`config.mk`:
```
export PLATFORM = sky130hd
export DESIGN_NAME = homing_fsm
export DESIGN_NICKNAME = d
export VERILOG_FILES = /design/src/core/homing_pkg.sv /design/src/core/homing_fsm.sv /design/src/core/step_gen.sv /design/src/core/switch_pick.sv
export SDC_FILE = /design/constraint.sdc
export NUM_CORES = 1
export LEC_CHECK = 0
export BUFFER_PORTS_ARGS = -buffer_cell sky130_fd_sc_hd__buf_4
export CORE_MARGIN = 2
export CORE_UTILIZATION = 46
export CTS_CLUSTER_DIAMETER = 40
export DETAILED_ROUTE_END_ITERATION = 12
export PLACE_DENSITY_LB_ADDON = 0.08
export SLEW_MARGIN = 20
export SYNTH_ARGS = -nofsm -noshare
export SYNTH_HDL_FRONTEND = slang
export SYNTH_HIERARCHICAL = 1
export SYNTH_SLANG_ARGS = --single-unit
export TNS_END_PERCENT = 20
```
`constraint.sdc`:
```
create_clock -name clk -period 9.91 [get_ports clk]
set_input_delay 1.982 -clock clk [delete_from_list [all_inputs] [get_ports clk]]
set_output_delay 1.982 -clock clk [all_outputs]
set_load 0.05 [all_outputs]
```
`src/core/homing_pkg.sv`:
```
/*
 Shared constants and carrier types for the axis homing block.
 Assumes one 100 MHz system clock; switch inputs already synchronous.
*/
package homing_pkg;
	localparam logic [7:0]  HOMING_CODE = 8'h0d;
	localparam logic [1:0]  OP_START    = 2'h0;
	localparam logic [1:0]  OP_STOP     = 2'h1;
	localparam logic [1:0]  OP_POLL     = 2'h2;
	localparam int          MIRROR_BIT  = 6;
	localparam int          INVERT_BIT  = 7;
	localparam int          SPEED_W     = 16;
	localparam int          POS_W       = 32;
	localparam logic [31:0] POS_RESET   = 32'h0000_0000;
	localparam logic [31:0] POS_ONE     = 32'h0000_0001;
	localparam logic [7:0]  MODE_RESET  = 8'h01;

	typedef struct packed {
		logic       valid;
		logic [7:0] code;
		logic [1:0] op;
	} cmd_s;

	typedef struct packed {
		logic valid;
		logic busy;
		logic done;
		logic aborted;
	} reply_s;

	// Mode-resolved view of the switches and the travel plan
	typedef struct packed {
		logic target;
		logic far;
		logic limit;
		logic dir_tgt;
		logic dir_far;
		logic centre;
		logic two_stage;
		logic use_limit;
		logic ok;
	} sel_s;
endpackage

```
`src/core/homing_fsm.sv`:
```
/*
 Per-axis homing sequencer: searches end or home switches, calibrates the
 switching point and zeroes the position counter.
 Assumes synchronous switch inputs and a host that issues one command per cycle.
*/
`timescale 1ns/1ps
// Behaviour
// - Homing runs as a state machine started, stopped, polled by command code 13.
// - Automatic end-switch stop settings have no effect during homing.
// - Before first switch hit the axis moves at the search speed.
// - After hit, slowly leave switch, re-enter opposite way, zero at midpoint.
// - Calibration moves use the calibration speed.
// - Host selects mode; base values 1 to 8 are distinct procedures.
// - Mode 1 searches only the left end switch as reference.
// - Mode 2 finds right switch, then left; left is zero.
// - Mode 2 reports end switch distance in microsteps.
// - Mode 3 finds right, then left centre; reports right-to-centre distance.
// - Mode 4 finds left switch centre from both sides.
// - Adding 64 to modes 1 to 4 swaps left and right switches.
// - Mode 5 seeks home negative, reversing at the left limit.
// - Mode 6 seeks home positive, reversing at the right limit.
// - Mode 7 seeks home positive, ignores limits, zero at centre.
// - Mode 8 seeks home, ignores limits, zero at centre.
// - Adding 128 to modes 5 to 8 inverts home switch polarity.
module homing_fsm (
	input  wire logic                           clk,
	input  wire logic                           rst_n,
	input  homing_pkg::cmd_s                    cmd,
	input  wire logic [7:0]                     search_mode,
	input  wire logic [homing_pkg::SPEED_W-1:0] search_speed,
	input  wire logic [homing_pkg::SPEED_W-1:0] calib_speed,
	input  wire logic                           sw_left,
	input  wire logic                           sw_right,
	input  wire logic                           sw_home,
	output logic                                step_pulse,
	output logic                                dir_out,
	output logic                                busy,
	output logic                                done,
	output logic                                aborted,
	output logic                                mode_error,
	output logic [homing_pkg::POS_W-1:0]        position,
	output logic [homing_pkg::POS_W-1:0]        switch_distance,
	output homing_pkg::reply_s                  reply
);
	import homing_pkg::*;

	typedef enum logic [2:0] {IDLE, START, SEEK_FAR, SEEK, CAL_OUT, CAL_IN} state_e;

	function automatic logic [POS_W-1:0] midpoint(input logic [POS_W-1:0] a,
		input logic [POS_W-1:0] b);
		logic [POS_W:0] s;
		s = {a[POS_W-1], a} + {b[POS_W-1], b};
		return s[POS_W:1];
	endfunction

	function automatic logic [POS_W-1:0] distance(input logic [POS_W-1:0] a,
		input logic [POS_W-1:0] b);
		logic [POS_W-1:0] d;
		d = a - b;
		return d[POS_W-1] ? (~d + POS_ONE) : d;
	endfunction

	state_e             state_reg, state_next;
	logic [7:0]         mode_reg, mode_next;
	logic               dir_reg, dir_next;
	logic               fast_reg, fast_next;
	logic               step_reg, step_next;
	logic               busy_reg, busy_next;
	logic               done_reg, done_next;
	logic               abort_reg, abort_next;
	logic               err_reg, err_next;
	logic [POS_W-1:0]   pos_reg, pos_next;
	logic [POS_W-1:0]   p1_reg, p1_next;
	logic [POS_W-1:0]   far_reg, far_next;
	logic [POS_W-1:0]   dist_reg, dist_next;
	logic [POS_W-1:0]   ref_pt;
	reply_s             reply_reg, reply_next;
	sel_s               sel;
	logic               tick;
	logic [SPEED_W-1:0] cur_speed;
	logic               hit_cmd;
	logic               start_cmd;
	logic               stop_cmd;

	switch_pick u_pick (
		.mode     (mode_reg),
		.sw_left  (sw_left),
		.sw_right (sw_right),
		.sw_home  (sw_home),
		.sel      (sel)
	);

	// Speed follows the phase: fast until the target switch is hit, slow afterwards
	assign cur_speed = fast_reg ? search_speed : calib_speed;

	step_gen u_step (
		.clk   (clk),
		.rst_n (rst_n),
		.en    (state_reg inside {SEEK_FAR, SEEK, CAL_OUT, CAL_IN}),
		.speed (cur_speed),
		.tick  (tick)
	);

	always_comb
	begin
		hit_cmd   = cmd.valid && cmd.code == HOMING_CODE;
		start_cmd = hit_cmd && cmd.op == OP_START;
		stop_cmd  = hit_cmd && cmd.op == OP_STOP;
		ref_pt    = midpoint(p1_reg, pos_reg);
	end

	// End-switch auto-stop is not consulted here, so it cannot cut a search short
	always_comb
	begin
		state_next = state_reg;
		mode_next  = mode_reg;
		dir_next   = dir_reg;
		fast_next  = fast_reg;
		done_next  = done_reg;
		abort_next = abort_reg;
		err_next   = err_reg;
		p1_next    = p1_reg;
		far_next   = far_reg;
		dist_next  = dist_reg;
		pos_next   = pos_reg;
		step_next  = 1'b0;
		reply_next = '{valid: hit_cmd && cmd.op == OP_POLL, busy: busy_reg,
			done: done_reg, aborted: abort_reg};
		if (tick && state_reg != IDLE)
		begin
			step_next = 1'b1;
			pos_next  = dir_reg ? pos_reg + POS_ONE : pos_reg - POS_ONE;
		end
		case (state_reg)
			IDLE:
			begin
				if (start_cmd)
				begin
					mode_next  = search_mode;
					state_next = START;
					done_next  = 1'b0;
					abort_next = 1'b0;
					err_next   = 1'b0;
				end
			end
			START:
			begin
				fast_next = 1'b1;
				if (!sel.ok)
				begin
					state_next = IDLE;
					err_next   = 1'b1;
				end
				else if (sel.two_stage)
				begin
					state_next = SEEK_FAR;
					dir_next   = sel.dir_far;
				end
				else
				begin
					state_next = SEEK;
					dir_next   = sel.dir_tgt;
				end
			end
			SEEK_FAR:
			begin
				if (sel.far)
				begin
					far_next   = pos_reg;
					state_next = SEEK;
					dir_next   = sel.dir_tgt;
				end
			end
			SEEK:
			begin
				if (sel.target)
				begin
					p1_next    = pos_reg;
					fast_next  = 1'b0;
					state_next = CAL_OUT;
					// Centre modes cross the switch; edge modes back out of it
					dir_next   = sel.centre ? dir_reg : !dir_reg;
				end
				else if (sel.use_limit && sel.limit)
				begin
					dir_next = !sel.dir_tgt;
				end
			end
			CAL_OUT:
			begin
				if (!sel.target)
				begin
					if (!sel.centre)
					begin
						p1_next = pos_reg;
					end
					state_next = CAL_IN;
					dir_next   = !dir_reg;
				end
			end
			CAL_IN:
			begin
				if (sel.target)
				begin
					state_next = IDLE;
					step_next  = 1'b0;
					pos_next   = pos_reg - ref_pt;
					done_next  = 1'b1;
					if (sel.two_stage)
					begin
						dist_next = distance(far_reg, ref_pt);
					end
				end
			end
			default:
			begin
				state_next = IDLE;
			end
		endcase
		if (stop_cmd && state_reg != IDLE)
		begin
			state_next = IDLE;
			step_next  = 1'b0;
			pos_next   = pos_reg;
			abort_next = 1'b1;
			done_next  = 1'b0;
		end
		busy_next = state_next != IDLE;
	end

	always_ff @(posedge clk or negedge rst_n)
	begin
		if (!rst_n)
		begin
			state_reg <= IDLE;
			mode_reg  <= MODE_RESET;
			dir_reg   <= 1'b0;
			fast_reg  <= 1'b1;
			step_reg  <= 1'b0;
			busy_reg  <= 1'b0;
			done_reg  <= 1'b0;
			abort_reg <= 1'b0;
			err_reg   <= 1'b0;
			pos_reg   <= POS_RESET;
			p1_reg    <= POS_RESET;
			far_reg   <= POS_RESET;
			dist_reg  <= POS_RESET;
			reply_reg <= '0;
		end
		else
		begin
			state_reg <= state_next;
			mode_reg  <= mode_next;
			dir_reg   <= dir_next;
			fast_reg  <= fast_next;
			step_reg  <= step_next;
			busy_reg  <= busy_next;
			done_reg  <= done_next;
			abort_reg <= abort_next;
			err_reg   <= err_next;
			pos_reg   <= pos_next;
			p1_reg    <= p1_next;
			far_reg   <= far_next;
			dist_reg  <= dist_next;
			reply_reg <= reply_next;
		end
	end

	assign step_pulse      = step_reg;
	assign dir_out         = dir_reg;
	assign busy            = busy_reg;
	assign done            = done_reg;
	assign aborted         = abort_reg;
	assign mode_error      = err_reg;
	assign position        = pos_reg;
	assign switch_distance = dist_reg;
	assign reply           = reply_reg;
endmodule

```
`src/core/step_gen.sv`:
```
/*
 Step rate divider: phase accumulator that emits one-cycle step enables.
 Assumes speed is a fraction of the clock: rate = speed / 65536 * f_clk.
*/
`timescale 1ns/1ps
module step_gen (
	input  wire logic                           clk,
	input  wire logic                           rst_n,
	input  wire logic                           en,
	input  wire logic [homing_pkg::SPEED_W-1:0] speed,
	output logic                                tick
);
	import homing_pkg::*;

	logic [SPEED_W:0]   acc_sum;
	logic [SPEED_W-1:0] acc_reg;
	logic [SPEED_W-1:0] acc_next;
	logic               tick_reg;
	logic               tick_next;

	always_comb
	begin
		acc_sum   = {1'b0, acc_reg} + {1'b0, speed};
		acc_next  = en ? acc_sum[SPEED_W-1:0] : '0;
		tick_next = en & acc_sum[SPEED_W];
	end

	always_ff @(posedge clk or negedge rst_n)
	begin
		if (!rst_n)
		begin
			acc_reg  <= '0;
			tick_reg <= 1'b0;
		end
		else
		begin
			acc_reg  <= acc_next;
			tick_reg <= tick_next;
		end
	end

	assign tick = tick_reg;
endmodule

```
`src/core/switch_pick.sv`:
```
/*
 Mode decoder: maps the latched search mode onto target, far and limit switches.
 Assumes switch levels are synchronous to the clock; purely combinational.
*/
`timescale 1ns/1ps
module switch_pick (
	input  wire logic [7:0]      mode,
	input  wire logic            sw_left,
	input  wire logic            sw_right,
	input  wire logic            sw_home,
	output homing_pkg::sel_s     sel
);
	import homing_pkg::*;

	logic       mir;
	logic       inv;
	logic       home;
	logic       lo;
	logic       hi;

	always_comb
	begin
		mir  = mode[MIRROR_BIT];
		inv  = mode[INVERT_BIT];
		home = sw_home ^ inv;
		lo   = mir ? sw_right : sw_left;
		hi   = mir ? sw_left : sw_right;
		sel  = '0;
		case (mode[5:0])
			6'h01:
			begin
				sel = '{target: lo, dir_tgt: mir, ok: !inv, default: 1'b0};
			end
			6'h02, 6'h03:
			begin
				sel = '{target: lo, far: hi, dir_tgt: mir, dir_far: !mir, two_stage: 1'b1,
					centre: mode[0], ok: !inv, default: 1'b0};
			end
			6'h04:
			begin
				sel = '{target: lo, dir_tgt: mir, centre: 1'b1, ok: !inv, default: 1'b0};
			end
			6'h05:
			begin
				sel = '{target: home, limit: sw_left, use_limit: 1'b1, ok: !mir,
					default: 1'b0};
			end
			6'h06:
			begin
				sel = '{target: home, limit: sw_right, dir_tgt: 1'b1, use_limit: 1'b1,
					ok: !mir, default: 1'b0};
			end
			6'h07:
			begin
				sel = '{target: home, dir_tgt: 1'b1, centre: 1'b1, ok: !mir,
					default: 1'b0};
			end
			6'h08:
			begin
				sel = '{target: home, centre: 1'b1, ok: !mir, default: 1'b0};
			end
			default:
			begin
				sel = '0;
			end
		endcase
	end
endmodule

```
* Word-level counts from Yosys, hierarchy flattened
Index checks and enable logic that the tools add are counted.
W data, S select, Z words.
** Operators by class
- $add $sub $neg :: 7
- Equal/unequal tests :: 27
- Multiplexer cells :: 45
- Bitwise operators :: 3
- Reduce and logical (&&, ||, !) cells :: 33
** Operators with widths (count)
- $mux W32 :: 8
- $add A32 B1 Y32 const B :: 2
- $pmux W32 S2 :: 1
- $sub A32 B32 Y32 :: 2
- $pmux W9 S7 :: 1
- $add A32 B32 Y33 :: 1
- $mux W16 :: 2
- $not A32 Y32 :: 1
- $sub A32 B1 Y32 const B :: 1
- $eq A6 B3 Y1 const B :: 4
- $mux W1 :: 21
- $mux W3 :: 6
- $pmux W3 S6 :: 1
- $add A16 B16 Y17 :: 1
- $ne A2 B2 Y1 const B :: 7
- $eq A6 B2 Y1 const B :: 2
- $reduce_bool A2 Y1 :: 5
- $reduce_and A3 Y1 :: 3
- $reduce_bool A3 Y1 :: 3
- $eq A8 B4 Y1 const B :: 1
- $reduce_and A2 Y1 :: 4
- $reduce_bool A4 Y1 :: 2
- $logic_and A1 B1 Y1 :: 7
- $eq A3 B2 Y1 const B :: 2
- 19 further kinds :: 27
** Storage, ports and cells
- Register bits after elaboration :: 167
- Input bits :: 56
- Word-level logic and storage cells :: 134

* Logic depth before layout (Yosys ltp)
- Word-level depth :: 8
- Depth in mapped cells :: 25
- Mapped depth without buffers :: 23

* Cells and area by module
The synthesis kept the hierarchy.
** By module, submodules not included
- homing_fsm :: instances 1, cells each 1611, area each 13915.8 sq um, seq. area each 3756.1 sq um
- step_gen :: instances 1, cells each 127, area each 1229.9 sq um, seq. area each 425.4 sq um
- switch_pick :: instances 1, cells each 36, area each 246.5 sq um, seq. area each 0.0 sq um

* Worst setup path before layout
Ideal clock, no wire load.
- Path type :: flip-flop to flip-flop
- Start :: reg pos_reg[0] (netlist: position[0])
- End :: reg dist_reg[26] (netlist: switch_distance[26])
- Data arrival time :: 5.775 ns
- Slack :: 4.010 ns
- Cell stages (with the launch flop) :: 24
- Path buffers :: 0
- Clock period less this slack :: 5.900 ns
- Cell sequence :: dfrtp_1 -> and2_1 -> fa_1 -> a21o_1 -> a221oi_2 -> o21ai_0 -> xnor2_1 -> ha_1 -> or4_4 -> inv_1 -> a211oi_1 -> nor4_1 -> a211oi_1 -> o221ai_1 -> or4b_1 -> a21oi_1 -> nor3_1 -> o211a_1 -> o221a_2 -> nor3_1 -> and3_4 -> a21oi_2 -> xnor2_1 -> mux2_2
** Between the ends
- Word-level cells in the longest chain between the ends :: 5
** RTL lines
- start: declaration :: RTL line homing_fsm.sv:72 : logic [POS_W-1:0] pos_reg, pos_next;
- start signal: assignment :: RTL line homing_fsm.sv:261 : pos_reg <= pos_next;
- $add A32 B32 Y33 (*) :: RTL line homing_fsm.sv:52 : s = {a[POS_W-1], a} + {b[POS_W-1], b};
- $sub A32 B32 Y32 (*) :: RTL line homing_fsm.sv:59 : d = a - b;
- $not A32 Y32 :: RTL line homing_fsm.sv:60 : return d[POS_W-1] ? (~d + POS_ONE) : d;
- $add A32 B1 Y32 :: RTL line homing_fsm.sv:60
- $mux W32 (*) :: RTL line homing_fsm.sv:60
- end signal: assignment :: RTL line homing_fsm.sv:264 : dist_reg <= dist_next;
- end: declaration :: RTL line homing_fsm.sv:75 : logic [POS_W-1:0] dist_reg, dist_next;
Every way passes the cells marked *; elsewhere a longest branch is shown, timed or not.
A chain may end at the register's enable or synchronous reset.

* Worst setup path after layout
- Start :: reg pos_reg[0] (netlist: position[0])
- End :: reg dist_reg[29] (netlist: switch_distance[29])
Same word-level chain as after synthesis.

==> results.sh <==
export IMPL_status="finished, final reports clean"
export IMPL_final_net_count=2039
export IMPL_synth_adder_area_share_pct=10.6
export IMPL_place_detailed_hpwl_um=30600
export IMPL_initialDrtViolationCount=678
export IMPL_cp_data_arrival_time_ps=7120
export IMPL_power_mw=1.45
export IMPL_synthesis_nets=1943
export IMPL_drc=0
export IMPL_synth_async_sr_flop_share_pct=100
export IMPL_drv_cap=0
export IMPL_cp_data_required_time_ps=10220
export IMPL_first_global_vias=12954
export IMPL_synth_top_flop_cell="sky130_fd_sc_hd__dfrtp_1"
export IMPL_synthXorXnorAreaFrac_pct=9.82
export IMPL_synth_simple_gate_area_share_pct=16.7
export IMPL_layout_area_overhead_vs_synth_pct=12.7
export IMPL_vias_per_cell=5.81
export IMPL_design_area_mm2=0.0174
export IMPL_postRouteAntennaNets=0
export IMPL_totalWireLength_um=39800
export IMPL_setup_violations_final=0
export IMPL_grt_antenna_before_repair=0
export IMPL_unrepaired_setup_endpoints_after_global_routing="false"
export IMPL_yosys_register_bits=167
export IMPL_post_synth_cell_area_avg_um2=8.68
export IMPL_clockRootBuffer="sky130_fd_sc_hd__clkbuf_16"
export IMPL_global_route_wire_length_before_repair_um=65200
export IMPL_clock_tree_htree_level_count=4
export IMPL_fin_crit_ps=6810
export IMPL_slew_violations=0
export IMPL_firstDrtPassIters=6
export IMPL_clock_latency_ps=460
export IMPL_vdd_drop_max_mv=0.132
export IMPL_drive_above_1_share_pct=17.3
export IMPL_post_cts_resized=0
export IMPL_globalRoute_totalOverflow=0
export IMPL_synthDistinctLibCells=113
export IMPL_core_area_mm2=0.0328
export IMPL_leakage_power_nw=8.02
export IMPL_synth_top_family_by_area="compound AO/OA/AOI/OAI gates"
export IMPL_final_common_cell="sky130_fd_sc_hd__dfrtp_1"
export IMPL_min_period_over_period_pct=68.7
export IMPL_final_setup_skew_ps=10.7
export IMPL_final_hold_viol_count=0
export IMPL_synth_cells=1774
export IMPL_clkTransAtPathRegs_ps=70
export IMPL_max_slew_margin_pct=35.8
export IMPL_placed_cell_area_mm2=0.0168
export IMPL_route_detailed_wl_per_inst_um=17.1
export IMPL_grt_start_max_net_pins=65
export IMPL_num_antenna_cells=0
export IMPL_die_y_um=187
export IMPL_tritoncts_num_buffers=17
export IMPL_total_negative_setup_slack_ps=0
export IMPL_crit_path_end_kind="register"
export IMPL_globalplace_congestion=0.899
export IMPL_cts_sinks=167
export IMPL_min_delay_path_class="reg2reg"
export IMPL_die_width_um=187
export IMPL_dr_total_vias=13513
export IMPL_grt_total_usage_pct=22.8
export IMPL_yosysSeqAreaShare_pct=27.2
export IMPL_initial_core_util_pct=47.0
export IMPL_synthesis_yosys_warnings=6
export IMPL_launching_element_type_of_the_critical_path="register"
export IMPL_number_of_rows_in_the_core_area=66
export IMPL_most_frequent_cells_in_the_layout="sky130_fd_sc_hd__dfrtp_1, sky130_fd_sc_hd__nor2_1, sky130_fd_sc_hd__buf_4"
export IMPL_netlist_area_mm2=0.0154
export IMPL_max_slew_worst_pin_slew_ps=961
export IMPL_cts_path_max_buffers=2
export IMPL_floorplan_die_area_mm2=0.0349
export IMPL_place_port_buffers=129
export IMPL_critPathMaxFanout=29
export IMPL_fraction_of_the_mapped_netlist_area_in_compound_gates_pct=24.8
export IMPL_power_density_mw_per_mm2=83.7
export IMPL_crit_type="reg2reg"
export IMPL_pin_count=130
export IMPL_cts_tree="done"
export IMPL_postCtsSetupRepairBufs=0
export IMPL_synth_enable_flop_cells=0
export IMPL_hold_buffers=0
export IMPL_clock_fmax_mhz=147
export IMPL_synth_mux_area_share_pct=7.31
-- per-stage QoR --
step           utilization, %  cells  hold WS [ps]  setup slack [ps]
3_5_place_dp             51.1   2293           366              3200
5_1_grt                  52.9   2325           394              2620
2_1_floorplan               -   1774           485              4010
6_report                 52.9   2325           393              3100
3_3_place_gp             51.1   2293           369              3340
4_1_cts                  52.9   2325           389              3180
-- layer usage --
| layer | vias to the layer above | global-route usage, % | part of all wire (%) |
|---|---|---|---|
| met3 | 39 | 4.24 | 4.9 |
| met2 | 312 | 35.7 | 44 |
| met4 | 0 | 6.68 | 1.8 |
| li1 | 6738 | - | - |
| met5 | - | 0 | 0 |
| met1 | 6424 | 31.9 | 50 |
-- cell type report --
cell class	count	area, um2
Sequential cell	167	4180
Timing Repair Buffer	141	1060
Multi-Input combinational cell	1468	10700
Clock inverter	11	125
Clock buffer	21	460
Tap cell	442	553
Fill cell	3131	15400
Inverter	75	282
-- logic make-up (layout without fill, tap and decap cells) --
group                    count (synthesis)  in the layout
buffers and inverters                  139            248
AND/OR/NAND/NOR                        519            519
flip-flops                             167            167
XOR/XNOR                               160            160
AO/OA/AOI/OAI                          557            557
adder cells (fa/ha/maj)                130            130
multiplexers                           102            102
-- cell usage after synthesis, types with 26 or more instances --
cell                       instances  area, um2
sky130_fd_sc_hd__xnor2_1          98        858
sky130_fd_sc_hd__nand3_1          30        150
sky130_fd_sc_hd__dfrtp_1         165       4130
sky130_fd_sc_hd__nor3_1           34        170
sky130_fd_sc_hd__xor2_1           53        464
sky130_fd_sc_hd__mux2_2           83        935
sky130_fd_sc_hd__inv_1            75        282
sky130_fd_sc_hd__a31oi_1          33        206
sky130_fd_sc_hd__clkbuf_1         50        188
sky130_fd_sc_hd__a21o_1           45        338
sky130_fd_sc_hd__nor2_1          142        533
sky130_fd_sc_hd__nand2_1         137        514
sky130_fd_sc_hd__nand2b_1         26        163
sky130_fd_sc_hd__o21ai_0          94        470
sky130_fd_sc_hd__o21ai_1          30        150
sky130_fd_sc_hd__ha_1            108       1350
sky130_fd_sc_hd__a21oi_1         129        646
-- final timing paths --
kind | from | endpoint | slack [ps] | cells after the start
max | position[0]$_DFFE_PN0N_ | switch_distance[29]$_DFFE_PN0P_ | 3100 | 23
min | busy$_DFF_PN0_ | reply[2]$_DFF_PN0_ | 390 | 0
max reg2reg | position[0]$_DFFE_PN0N_ | switch_distance[29]$_DFFE_PN0P_ | 3100 | 23
min reg2reg | busy$_DFF_PN0_ | reply[2]$_DFF_PN0_ | 390 | 0
max in group asynchronous | rst_n | position[28]$_DFFE_PN0N_ | 7210 | 2
min in group asynchronous | rst_n | far_reg[1]$_DFFE_PN0P_ | 1490 | 1
-- power by group --
part	total, mW	switching [mW]	internal (mW)
registers	0.688	0.00369	0.684
clock network	0.686	0.302	0.384
logic	0.0795	0.0445	0.0350
-- critical path, cell delays in order (launching register included) --
cell and delay [ps]:
sky130_fd_sc_hd__dfrtp_1 500, sky130_fd_sc_hd__and2_1 210, sky130_fd_sc_hd__fa_1 410, sky130_fd_sc_hd__a21o_1 220, sky130_fd_sc_hd__a221oi_2 380, sky130_fd_sc_hd__o21ai_0 160
sky130_fd_sc_hd__xnor2_1 200, sky130_fd_sc_hd__ha_1 350, sky130_fd_sc_hd__o211a_1 180, sky130_fd_sc_hd__o22ai_1 100, sky130_fd_sc_hd__a211oi_1 220, sky130_fd_sc_hd__nor4_1 110
sky130_fd_sc_hd__o311ai_1 330, sky130_fd_sc_hd__o211ai_2 200, sky130_fd_sc_hd__o311ai_2 430, sky130_fd_sc_hd__a221oi_1 180, sky130_fd_sc_hd__a311oi_2 460, sky130_fd_sc_hd__a21oi_2 140
sky130_fd_sc_hd__a211oi_2 220, sky130_fd_sc_hd__mux2i_1 350, sky130_fd_sc_hd__nand2_1 620, sky130_fd_sc_hd__a31oi_1 440, sky130_fd_sc_hd__xor2_1 190, sky130_fd_sc_hd__o21ai_1 70
No activity file was read; power rests on OpenSTA's default activity.
